==> config.mk <==
export PLATFORM = sky130hd
export DESIGN_NAME = epiu_top
export DESIGN_NICKNAME = d
export VERILOG_FILES = /design/src/rtl/epiu_pkg.sv /design/src/rtl/epiu_sync.sv /design/src/rtl/epiu_chan.sv /design/src/rtl/epiu_top.sv
export SDC_FILE = /design/constraint.sdc
export NUM_CORES = 1
export LEC_CHECK = 0
export ABC_AREA = 0
export BUFFER_PORTS_ARGS = -buffer_cell sky130_fd_sc_hd__buf_2
export CORE_MARGIN = 4
export CORE_UTILIZATION = 40
export DETAILED_ROUTE_END_ITERATION = 10
export SYNTH_ARGS = -nofsm -noshare
export SYNTH_HDL_FRONTEND = slang
export SYNTH_SLANG_ARGS = --single-unit
==> constraint.sdc <==
create_clock -name mclk -period 1.7 [get_ports mclk]
set_input_delay 0.34 -clock mclk [delete_from_list [all_inputs] [get_ports mclk]]
set_output_delay 0.34 -clock mclk [all_outputs]
set_load 0.05 [all_outputs]
==> src/rtl/epiu_pkg.sv <==
// Package for the external pin interrupt unit: register offsets, field positions, resets.
// Assumes a 4-bit register port, one word per offset, on a single 250 MHz clock.
package epiu_pkg;
  // ****************************************
  // Register offsets
  // ****************************************
  localparam logic [2:0] EPIU_ADDR_CTRL0 = 3'h0;
  localparam logic [2:0] EPIU_ADDR_CTRL1 = 3'h1;
  localparam logic [2:0] EPIU_ADDR_IRQ_EN = 3'h2;
  localparam logic [2:0] EPIU_ADDR_WAKE = 3'h3;
  localparam logic [2:0] EPIU_ADDR_STATUS = 3'h4;
  localparam logic [2:0] EPIU_ADDR_CMD = 3'h5;
  // ****************************************
  // Field positions
  // ****************************************
  localparam int EPIU_BIT_GATE = 3;
  localparam int EPIU_BIT_POL = 2;
  localparam int EPIU_BIT_BOTH = 1;
  localparam int EPIU_BIT_SYNC = 0;
  localparam int EPIU_BIT_EN0 = 0;
  localparam int EPIU_BIT_EN1 = 1;
  localparam int EPIU_BIT_WAKE0 = 0;
  localparam int EPIU_BIT_WAKE1 = 2;
  localparam int EPIU_BIT_FLAG0 = 0;
  localparam int EPIU_BIT_FLAG1 = 1;
  localparam int EPIU_BIT_PDOWN = 2;
  localparam int EPIU_BIT_ARMED = 3;
  // ****************************************
  // Command codes written to the command register
  // ****************************************
  localparam logic [3:0] EPIU_CMD_SKIP0 = 4'h1;
  localparam logic [3:0] EPIU_CMD_SKIP1 = 4'h2;
  localparam logic [3:0] EPIU_CMD_ARM = 4'h3;
  localparam logic [3:0] EPIU_CMD_ENTER = 4'h4;
  localparam logic [3:0] EPIU_CMD_ENTER_ALT = 4'h5;
  localparam logic [3:0] EPIU_CMD_ACK0 = 4'h6;
  localparam logic [3:0] EPIU_CMD_ACK1 = 4'h7;
  localparam logic [3:0] EPIU_CMD_OTHER = 4'h0;
  // ****************************************
  // Reset values
  // ****************************************
  localparam logic [3:0] EPIU_RST_CTRL = 4'h0;
  localparam logic [3:0] EPIU_RST_EN = 4'h0;
  localparam logic [3:0] EPIU_RST_WAKE = 4'h0;
endpackage : epiu_pkg

==> src/rtl/epiu_sync.sv <==
// Two-stage synchroniser for one pin level.
// Assumes the pin is asynchronous to mclk; reset value is low.
`timescale 1ns/1ps
module epiu_sync
  import epiu_pkg::*;
(
  input wire logic mclk,
  input wire logic rst_b,
  input wire logic pin_in,
  output logic pin_sync
);
  logic meta_q;
  logic sync_q;
  always_ff @(posedge mclk or negedge rst_b)
  begin
    if (!rst_b)
    begin
      meta_q <= 1'b0;
      sync_q <= 1'b0;
    end
    else
    begin
      meta_q <= pin_in;
      sync_q <= meta_q;
    end
  end
  assign pin_sync = sync_q;
endmodule : epiu_sync

==> src/rtl/epiu_chan.sv <==
// One pin interrupt channel: gate, polarity, edge mode, request flag.
// Assumes a synchronised pin level and one-cycle clear and accept pulses.
`timescale 1ns/1ps
module epiu_chan
  import epiu_pkg::*;
(
  input wire logic mclk,
  input wire logic rst_b,
  input wire logic pin_lvl,
  input wire logic gate,
  input wire logic pol,
  input wire logic both,
  input wire logic clr,
  output logic flag,
  output logic wake_lvl
);
  logic sig_q;
  logic flag_q;
  logic sig_d;
  logic rise;
  logic fall;
  logic hit;
  // Gated-off input reads low; gate or polarity changes make edges here
  assign sig_d = gate & (pin_lvl ^ ~pol);
  assign rise = sig_d & ~sig_q;
  assign fall = ~sig_d & sig_q;
  assign hit = rise | (both & fall);
  assign wake_lvl = sig_d;
  always_ff @(posedge mclk or negedge rst_b)
  begin
    if (!rst_b)
    begin
      sig_q <= 1'b0;
      flag_q <= 1'b0;
    end
    else
    begin
      sig_q <= sig_d;
      // Set wins over a clear in the same cycle
      flag_q <= hit | (flag_q & ~clr);
    end
  end
  assign flag = flag_q;
endmodule : epiu_chan

==> src/rtl/epiu_top.sv <==
// Top of the external pin interrupt unit: registers, skip tests, power down.
// Assumes a core that issues commands through the register port, one per cycle.
// Operation
// - Gate toggle on pin 0 may set flag
// - Polarity change on pin 0 may set flag
// - Gate toggle on pin 1 may set flag
// - Polarity change on pin 1 may set flag
// - Skip test 0 clears flag, skips if set
// - Skip test 1 clears flag, skips if set
// - Power down only right after arming
// - Gate bit blocks at 0, resets 0
// - Polarity 0 falling/low, 1 rising/high
// - Edge bit 0 one edge, 1 both
// - Enabled irq taken, skip test then ignored
//
// Added by the designer: the register addresses and the strobed register port.
`timescale 1ns/1ps
module epiu_top
  import epiu_pkg::*;
(
  input wire logic mclk,
  input wire logic rst_b,
  input wire logic [2:0] reg_addr,
  input wire logic [3:0] reg_wdata,
  input wire logic reg_wr,
  input wire logic reg_rd,
  output logic [3:0] reg_rdata,
  input wire logic pin_irq_zero,
  input wire logic pin_irq_one,
  output logic irq_req0,
  output logic irq_req1,
  output logic skip_next,
  output logic power_down,
  output logic wake_up
);
  // ****************************************
  // Registers
  // ****************************************
  logic [3:0] pin0_control_reg_q;
  logic [3:0] pin1_control_reg_q;
  logic [3:0] irq_enable_reg_a_q;
  logic [3:0] wake_en_q;
  logic [3:0] rdata_q;
  logic armed_q;
  logic pdown_q;
  logic skip_q;
  logic wake_q;
  logic req0_q;
  logic req1_q;
  logic pin0_s;
  logic pin1_s;
  logic pin0_request_flag;
  logic pin1_request_flag;
  logic wake0_lvl;
  logic wake1_lvl;
  // ****************************************
  // Decode
  // ****************************************
  logic wr_ctrl0;
  logic wr_ctrl1;
  logic wr_en;
  logic wr_wake;
  logic wr_cmd;
  logic skip_test_pin0;
  logic skip_test_pin1;
  logic power_down_arm;
  logic power_down_enter;
  logic power_down_enter_alt;
  logic ack0;
  logic ack1;
  logic en0;
  logic en1;
  logic clr0;
  logic clr1;
  logic skip_d;
  logic enter_ok;
  logic wake_hit;
  logic [3:0] status;
  logic [3:0] rdata_d;
  logic [3:0] rdata_sel;
  logic [3:0] pin0_control_reg_d;
  logic [3:0] pin1_control_reg_d;
  logic [3:0] irq_enable_reg_a_d;
  logic [3:0] wake_en_d;
  logic armed_d;
  logic pdown_d;
  logic wake_d;
  logic req0_d;
  logic req1_d;
  assign wr_ctrl0 = reg_wr & (reg_addr == EPIU_ADDR_CTRL0);
  assign wr_ctrl1 = reg_wr & (reg_addr == EPIU_ADDR_CTRL1);
  assign wr_en = reg_wr & (reg_addr == EPIU_ADDR_IRQ_EN);
  assign wr_wake = reg_wr & (reg_addr == EPIU_ADDR_WAKE);
  assign wr_cmd = reg_wr & (reg_addr == EPIU_ADDR_CMD);
  assign skip_test_pin0 = wr_cmd & (reg_wdata == EPIU_CMD_SKIP0);
  assign skip_test_pin1 = wr_cmd & (reg_wdata == EPIU_CMD_SKIP1);
  assign power_down_arm = wr_cmd & (reg_wdata == EPIU_CMD_ARM);
  assign power_down_enter = wr_cmd & (reg_wdata == EPIU_CMD_ENTER);
  assign power_down_enter_alt = wr_cmd & (reg_wdata == EPIU_CMD_ENTER_ALT);
  assign ack0 = wr_cmd & (reg_wdata == EPIU_CMD_ACK0);
  assign ack1 = wr_cmd & (reg_wdata == EPIU_CMD_ACK1);
  assign en0 = irq_enable_reg_a_q[EPIU_BIT_EN0];
  assign en1 = irq_enable_reg_a_q[EPIU_BIT_EN1];
  // Skip test only acts with the interrupt disabled
  assign clr0 = (skip_test_pin0 & ~en0) | (ack0 & en0);
  assign clr1 = (skip_test_pin1 & ~en1) | (ack1 & en1);
  assign skip_d = (skip_test_pin0 & ~en0 & pin0_request_flag)
    | (skip_test_pin1 & ~en1 & pin1_request_flag);
  // Any other write to the command port drops the arming
  assign enter_ok = armed_q & (power_down_enter | power_down_enter_alt);
  assign wake_hit = (wake0_lvl & wake_en_q[EPIU_BIT_WAKE0])
    | (wake1_lvl & wake_en_q[EPIU_BIT_WAKE1]);
  assign status = {armed_q, pdown_q, pin1_request_flag, pin0_request_flag};
  assign rdata_sel = (reg_addr == EPIU_ADDR_CTRL0) ? pin0_control_reg_q :
    (reg_addr == EPIU_ADDR_CTRL1) ? pin1_control_reg_q :
    (reg_addr == EPIU_ADDR_IRQ_EN) ? irq_enable_reg_a_q :
    (reg_addr == EPIU_ADDR_WAKE) ? wake_en_q :
    (reg_addr == EPIU_ADDR_STATUS) ? status : 4'h0;
  // ****************************************
  // Pin channels
  // ****************************************
  epiu_sync u_sync0 (
    .mclk(mclk),
    .rst_b(rst_b),
    .pin_in(pin_irq_zero),
    .pin_sync(pin0_s)
  );
  epiu_sync u_sync1 (
    .mclk(mclk),
    .rst_b(rst_b),
    .pin_in(pin_irq_one),
    .pin_sync(pin1_s)
  );
  epiu_chan u_chan0 (
    .mclk(mclk),
    .rst_b(rst_b),
    .pin_lvl(pin0_s),
    .gate(pin0_control_reg_q[EPIU_BIT_GATE]),
    .pol(pin0_control_reg_q[EPIU_BIT_POL]),
    .both(pin0_control_reg_q[EPIU_BIT_BOTH]),
    .clr(clr0),
    .flag(pin0_request_flag),
    .wake_lvl(wake0_lvl)
  );
  epiu_chan u_chan1 (
    .mclk(mclk),
    .rst_b(rst_b),
    .pin_lvl(pin1_s),
    .gate(pin1_control_reg_q[EPIU_BIT_GATE]),
    .pol(pin1_control_reg_q[EPIU_BIT_POL]),
    .both(pin1_control_reg_q[EPIU_BIT_BOTH]),
    .clr(clr1),
    .flag(pin1_request_flag),
    .wake_lvl(wake1_lvl)
  );
  // ****************************************
  // Next values
  // ****************************************
  assign pin0_control_reg_d = wr_ctrl0 ? reg_wdata : pin0_control_reg_q;
  assign pin1_control_reg_d = wr_ctrl1 ? reg_wdata : pin1_control_reg_q;
  assign irq_enable_reg_a_d = wr_en ? reg_wdata : irq_enable_reg_a_q;
  assign wake_en_d = wr_wake ? reg_wdata : wake_en_q;
  // Zero outside its slot, so read data can be ORed onto a shared bus
  assign rdata_d = reg_rd ? rdata_sel : 4'h0;
  assign armed_d = wr_cmd ? power_down_arm : armed_q;
  // Entry beats a wake level seen in the same cycle
  assign pdown_d = enter_ok | (pdown_q & ~wake_hit);
  assign wake_d = pdown_q & wake_hit;
  // Request stays high until the core acknowledges or clears the enable bit
  assign req0_d = pin0_request_flag & en0 & ~clr0;
  assign req1_d = pin1_request_flag & en1 & ~clr1;
  // ****************************************
  // Register file
  // ****************************************
  always_ff @(posedge mclk or negedge rst_b)
  begin
    if (!rst_b)
    begin
      pin0_control_reg_q <= EPIU_RST_CTRL;
    end
    else
    begin
      pin0_control_reg_q <= pin0_control_reg_d;
    end
  end
  always_ff @(posedge mclk or negedge rst_b)
  begin
    if (!rst_b)
    begin
      pin1_control_reg_q <= EPIU_RST_CTRL;
    end
    else
    begin
      pin1_control_reg_q <= pin1_control_reg_d;
    end
  end
  always_ff @(posedge mclk or negedge rst_b)
  begin
    if (!rst_b)
    begin
      irq_enable_reg_a_q <= EPIU_RST_EN;
    end
    else
    begin
      irq_enable_reg_a_q <= irq_enable_reg_a_d;
    end
  end
  always_ff @(posedge mclk or negedge rst_b)
  begin
    if (!rst_b)
    begin
      wake_en_q <= EPIU_RST_WAKE;
    end
    else
    begin
      wake_en_q <= wake_en_d;
    end
  end
  always_ff @(posedge mclk or negedge rst_b)
  begin
    if (!rst_b)
    begin
      rdata_q <= 4'h0;
    end
    else
    begin
      rdata_q <= rdata_d;
    end
  end
  // ****************************************
  // Skip, power down and request outputs
  // ****************************************
  always_ff @(posedge mclk or negedge rst_b)
  begin
    if (!rst_b)
    begin
      armed_q <= 1'b0;
    end
    else
    begin
      armed_q <= armed_d;
    end
  end
  always_ff @(posedge mclk or negedge rst_b)
  begin
    if (!rst_b)
    begin
      pdown_q <= 1'b0;
    end
    else
    begin
      pdown_q <= pdown_d;
    end
  end
  always_ff @(posedge mclk or negedge rst_b)
  begin
    if (!rst_b)
    begin
      skip_q <= 1'b0;
    end
    else
    begin
      skip_q <= skip_d;
    end
  end
  always_ff @(posedge mclk or negedge rst_b)
  begin
    if (!rst_b)
    begin
      wake_q <= 1'b0;
    end
    else
    begin
      wake_q <= wake_d;
    end
  end
  always_ff @(posedge mclk or negedge rst_b)
  begin
    if (!rst_b)
    begin
      req0_q <= 1'b0;
    end
    else
    begin
      req0_q <= req0_d;
    end
  end
  always_ff @(posedge mclk or negedge rst_b)
  begin
    if (!rst_b)
    begin
      req1_q <= 1'b0;
    end
    else
    begin
      req1_q <= req1_d;
    end
  end
  assign reg_rdata = rdata_q;
  assign irq_req0 = req0_q;
  assign irq_req1 = req1_q;
  assign skip_next = skip_q;
  assign power_down = pdown_q;
  assign wake_up = wake_q;
endmodule : epiu_top

After elaboration in Yosys (flattened, before gate mapping)
Cells that the tools add are included.
{"block": "word_totals", "regBits": 34, "latch_bits": 0, "ramBits": 0, "romBits": 0, "out_inout_bits": 9, "wordCells": 98, "n_memories": 0}
{"block": "op_classes", "n_addsub": 0, "mul": 0, "div_mod_pow": 0, "order_cmp": 0, "n_eq_ne": 12, "n_shift": 0, "muxes": 6, "bitwise_logic": 60, "reduce_logical": 1}
{"operator": "1-bit AND", "count": 37}
{"operator": "4-bit 2-to-1 mux", "count": 6}
{"operator": "4-bit by 3-bit == test with 1-bit output (second input constant)", "count": 4}
{"operator": "1-bit NOT", "count": 11}
{"operator": "1-bit OR", "count": 10}
{"operator": "4-bit by 2-bit == test with 1-bit output (second input constant)", "count": 2}
{"operator": "3-bit by 2-bit == test with 1-bit output (second input constant)", "count": 2}
{"operator": "3-bit == test (second input constant)", "count": 2}
{"operator": "4-bit by 1-bit == test with 1-bit output (second input constant)", "count": 1}
{"operator": "3-bit by 1-bit == test with 1-bit output (second input constant)", "count": 1}
{"operator": "3-bit zero test", "count": 1}
{"operator": "1-bit bitwise XOR", "count": 2}

Longest topological paths before layout
{"block": "logic_depth", "ltp_word": 8, "depth_mapped": 6}

Modules after synthesis
From an unflattened synthesis, not the netlist that was laid out.
{"block": "unflattened", "cells_unflattened": 124, "hier_area_um2": 1534.0}
{"mod": "epiu_top", "n_inst": 1, "cells_per_inst": 104, "area_each_um2": 1238.7}
{"mod": "epiu_chan", "n_inst": 2, "cells_per_inst": 8, "area_each_um2": 97.6}
{"mod": "epiu_sync", "n_inst": 2, "cells_per_inst": 2, "area_each_um2": 50.0}

Worst setup path after synthesis
Ideal clock, no wire load.
{"block": "synth_timing", "path_kind": "input-to-reg", "from": "input port reg_addr[0]", "to": "register irq_enable_reg_a_q[0]", "setup_time_ns": 0.125, "arrival_ns": 1.184, "slack_ns": 0.391, "cell_stages": 5, "n_path_buf": 2, "cell_sequence": "buf_4 inv_2 and3_1 buf_2 mux2_4"}
{"block": "synth_between", "elab_chain_cells": 2}
{"item": "from (decl)", "line_no": "epiu_top.sv:23", "source": "input wire logic [2:0] reg_addr,"}
{"item": "3-bit by 2-bit == test with 1-bit output", "line_no": "epiu_top.sv:92", "source": "assign wr_en = reg_wr & (reg_addr == EPIU_ADDR_IRQ_EN);"}
{"item": "1-bit AND", "line_no": "epiu_top.sv:92"}
{"item": "to (signal assigned)", "line_no": "epiu_top.sv:205", "source": "irq_enable_reg_a_q <= irq_enable_reg_a_d;"}
{"item": "to (decl)", "line_no": "epiu_top.sv:41", "source": "logic [3:0] irq_enable_reg_a_q;"}
Every way passes these cells.
A chain may end at the register's enable or synchronous reset.

Worst setup path in the final report
{"block": "layout_timing", "from": "register irq_enable_reg_a_q[0]", "to": "register u_chan0.flag_q (netlist: u_chan0.flag)"}
{"block": "layout_between", "elab_chain_cells": 6}
{"item": "1-bit NOT", "line_no": "epiu_top.sv:105", "source": "assign clr0 = (skip_test_pin0 & ~en0) | (ack0 & en0);"}
{"item": "1-bit AND", "line_no": "epiu_top.sv:105"}
{"item": "1-bit OR (*)", "line_no": "epiu_top.sv:105"}
{"item": "1-bit NOT (*)", "line_no": "epiu_chan.sv:40", "source": "flag_q <= hit | (flag_q & ~clr);"}
{"item": "1-bit AND (*)", "line_no": "epiu_chan.sv:40"}
{"item": "1-bit OR (*)", "line_no": "epiu_chan.sv:40"}
{"item": "to (signal assigned)", "line_no": "epiu_chan.sv:40"}
{"item": "to (decl)", "line_no": "epiu_chan.sv:18", "source": "logic flag_q;"}
Mark *: on every way between the ends. The rest lies on a longest branch, timed or not.

==> metrics.txt <==
Yosys cell types=35; Layout area overhead=13.9%; Via density=roughly 5.3; largest net degree at the start of global routing=35; critical path class=reg -> reg; clock sink count=34; clock share of power=between 20% and 30%; final hold viol count=0; nets@finish=around 170; warning count from the yosys run=0; Period Utilization, post-route=between 70% and 80%; Post-Synthesis Net Count=between 100 and 150; skew final=0.00402 ns; Pre-antenna DRT Iters=4; Gate Count Post-Synth=about 140; Syn Area/Cell=~12 µm²; Sw Pwr=~570 µW; VDD IR max=just under 500 µV; Starting Density=42.0%; power per cell area=1100 nW/µm²; worst-skew pair later-pin latency=between 0.2 and 0.3 ns; row cnt=22; Die Width=roughly 70 µm; Yosys reg bits=34; HP Class=in -> async; largest fanout on the critical path=6; Die H=slightly above 70 µm; die area=roughly 5000 µm²; # resized after CTS=0; fmax=0.758 GHz; slew margin rel.=a little under three quarters; Synth Cell Area=between 1500 and 2000 µm²; diode count=0; CTS tree=yes; final setup margin=about 0.38 ns; Total Routed Length=roughly 3.2 mm; Sw Share=around 29%; CP arrival=roughly 1.5 ns; gpl congestion=about 0.9; RSZ-0062 raised after global routing=no; # hold bufs at CTS=0; final core utilization=47.9%; CP Launch Type=flip-flop; max-cap violation count=0; Avg WL per Cell=roughly 15 µm; share of layout cells above drive strength 1=between 30 and 40%; logic gate share of total power=about 20%; post-CTS setup repair buffer count=0; cells on worst reg2reg path=4; CTS H-Tree Depth=2; vias in the first global route=~1100; Initial DRC Count=between 100 and 150; Leakage=between 0.8 and 0.9 nW; fill cell count=366; Internal=about 1.4 mW; Reg power frac=about half; count of pins over their slew limit=0; antenna violations before repair=0; CTS buffer count=5; Longest Clk Path Bufs=2; I/O pin total=22; Routed Antenna Nets=0; register area share after synthesis=between 50% and 60%; # setup viols final=0; Worst Setup End Kind=flip-flop; outcome=finished clean; remaining design rule violation count=0; worst slew pin tran=0.433 ns; total congestion overflow=0; first-pass GRT wire length=approximately 5.7 mm; area of the core=roughly 3700 µm²; pre-CTS WS=around 0.18 ns; required time worst endpoint=approximately 1.9 ns; vias=around 1100; fin crit period=between 1 and 1.5 ns; GRT Util Overall=15.0%; root buf cell=clkbuf_8; Fin Setup TNS=0 ns; Port Buffers=21; final HPWL from detailed placement=2.28 mm; clk slew on worst S/H paths=approximately 0.060 ns
## registers in the layout (all words and copies together) (netlist names)
signal / flops
power_down: 1
pin1_control_reg_q: 4
u_sync0.meta_q: 1
u_chan0.flag: 1
irq_req0: 1
u_sync1.pin_sync: 1
u_sync1.meta_q: 1
u_sync0.pin_sync: 1
reg_rdata: 4
wake_up: 1
u_chan1.flag: 1
pin0_control_reg_q: 4
irq_req1: 1
u_chan0.sig_q: 1
armed_q: 1
skip_next: 1
wake_en_q: 4
irq_enable_reg_a_q: 4
u_chan1.sig_q: 1
## cells in the final DEF, fill, tap and decap left out, drive strengths merged
cell and count:
a221o 1, nand3 6, nor2b 5, o31ai 1
o41ai 1, buf 23, mux2 15, dfrtp 34
nor3 1, and2b 1, nor4b 2, a22o 1
nand2 7, o211ai 2, a31oi 3, o21ai 5
nor4 1, or3 1, o22ai 4, xnor2 2
o32ai 1, nand4b 1, o211a 1, a21oi 8
clkbuf 7, and3 2, nand2b 4, and2 2
nor3b 2, inv 8, nor2 6
## per-layer routing
| layer | global-route usage (%) | vias to the layer above | wire length (µm) |
|---|---|---|---|
| li1 | - | 522 | - |
| met3 | 5.76 | 8 | 174 |
| met4 | 7.45 | 0 | 78 |
| met2 | 22.1 | 25 | 1570 |
| met1 | 19.2 | 534 | 1360 |
| met5 | 0 | - | 0 |
## cell usage after synthesis
library cell | number | area, µm²
and2b_1 | 1 | 7.51
o21ai_0 | 5 | 25.0
or3_1 | 1 | 6.26
nand2_1 | 7 | 26.3
xnor2_1 | 2 | 17.5
mux2_2 | 12 | 135
mux2_4 | 3 | 45.0
buf_4 | 2 | 15.0
inv_2 | 1 | 3.75
o32ai_1 | 1 | 8.76
and3_1 | 2 | 12.5
and2_1 | 2 | 12.5
a22o_1 | 1 | 8.76
clkbuf_1 | 1 | 3.75
nor2b_1 | 5 | 31.3
nor2_2 | 1 | 6.26
nor4b_1 | 2 | 17.5
nand2b_1 | 4 | 25.0
buf_2 | 4 | 20.0
nor2_1 | 5 | 18.8
a31oi_1 | 3 | 18.8
o31ai_1 | 1 | 7.51
o41ai_1 | 1 | 8.76
dfrtp_1 | 34 | 851
a21oi_1 | 8 | 40.0
inv_1 | 7 | 26.3
o22ai_1 | 4 | 25.0
nand3_1 | 6 | 30.0
nor3_1 | 1 | 5.00
a221o_1 | 1 | 10.0
o211a_1 | 1 | 10.0
nand4b_4 | 1 | 23.8
nor3b_4 | 2 | 37.5
nor4_1 | 1 | 6.26
o211ai_1 | 2 | 15.0
## kinds of logic (layout without fill, tap and decap cells)
logic type	after synthesis	count (layout)	share of synthesized area (%)
AND/OR/NAND/NOR	41	41	17.1
flip-flops	34	34	54.5
AO/OA/AOI/OAI	28	28	11.4
multiplexers	15	15	11.5
buffers and inverters	15	38	4.41
XOR/XNOR	2	2	1.12
## power by group through the flow
stage	Clock [mW]	Combinational, mW	Sequential, mW
2_1_floorplan	0	0.224	1.08
3_3_place_gp	0	0.388	1.03
3_5_place_dp	0	0.396	1.03
4_1_cts	0.569	0.397	1.01
5_1_grt	0.620	0.436	1.03
6_report	0.548	0.393	1.01
## per-stage QoR
stage | instances | instance area [µm²] | power (mW) | hold WS [ns]
finish | 206 | 1780 | 1.95 | 0.0754
floorplan | 135 | 1560 | 1.30 | 0.0444
detailed placement | 199 | 1700 | 1.42 | 0.336
CTS | 206 | 1780 | 1.98 | 0.0922
global placement | 199 | 1700 | 1.42 | 0.335
global route | 206 | 1780 | 2.09 | 0.102
## worst paths after layout
kind | from | end | slack [ns]
max reg2reg | irq_enable_reg_a_q[0]$_DFFE_PN0P_ | u_chan0.flag$_DFF_PN0_ | 0.38
min reg2reg | u_sync1.meta_q$_DFF_PN0_ | u_sync1.pin_sync$_DFF_PN0_ | 0.35
max in group asynchronous | rst_b | reg_rdata[3]$_DFF_PN0_ | 1.31
min | rst_b | irq_enable_reg_a_q[0]$_DFFE_PN0P_ | 0.08
max | irq_enable_reg_a_q[0]$_DFFE_PN0P_ | u_chan0.flag$_DFF_PN0_ | 0.38
min in group mclk | pin_irq_zero | u_sync0.meta_q$_DFF_PN0_ | 0.16
## final cells by class
cell class,instances,area [µm²],area share (%)
Multi-Input combinational cell,86,642,36.1
Tap cell,48,60.1,3.38
Inverter,8,30.0,1.69
Sequential cell,34,851,47.8
Timing Repair Buffer,23,120,6.75
Clock buffer,7,76.3,4.29
## critical path: stages (launching register included)
cell,delay [ns]
dfrtp_1,0.45
nor4b_1,0.32
a31oi_1,0.07
o31ai_1,0.22
o211ai_1,0.12
Note: power is estimated with default switching activity, not from simulation.
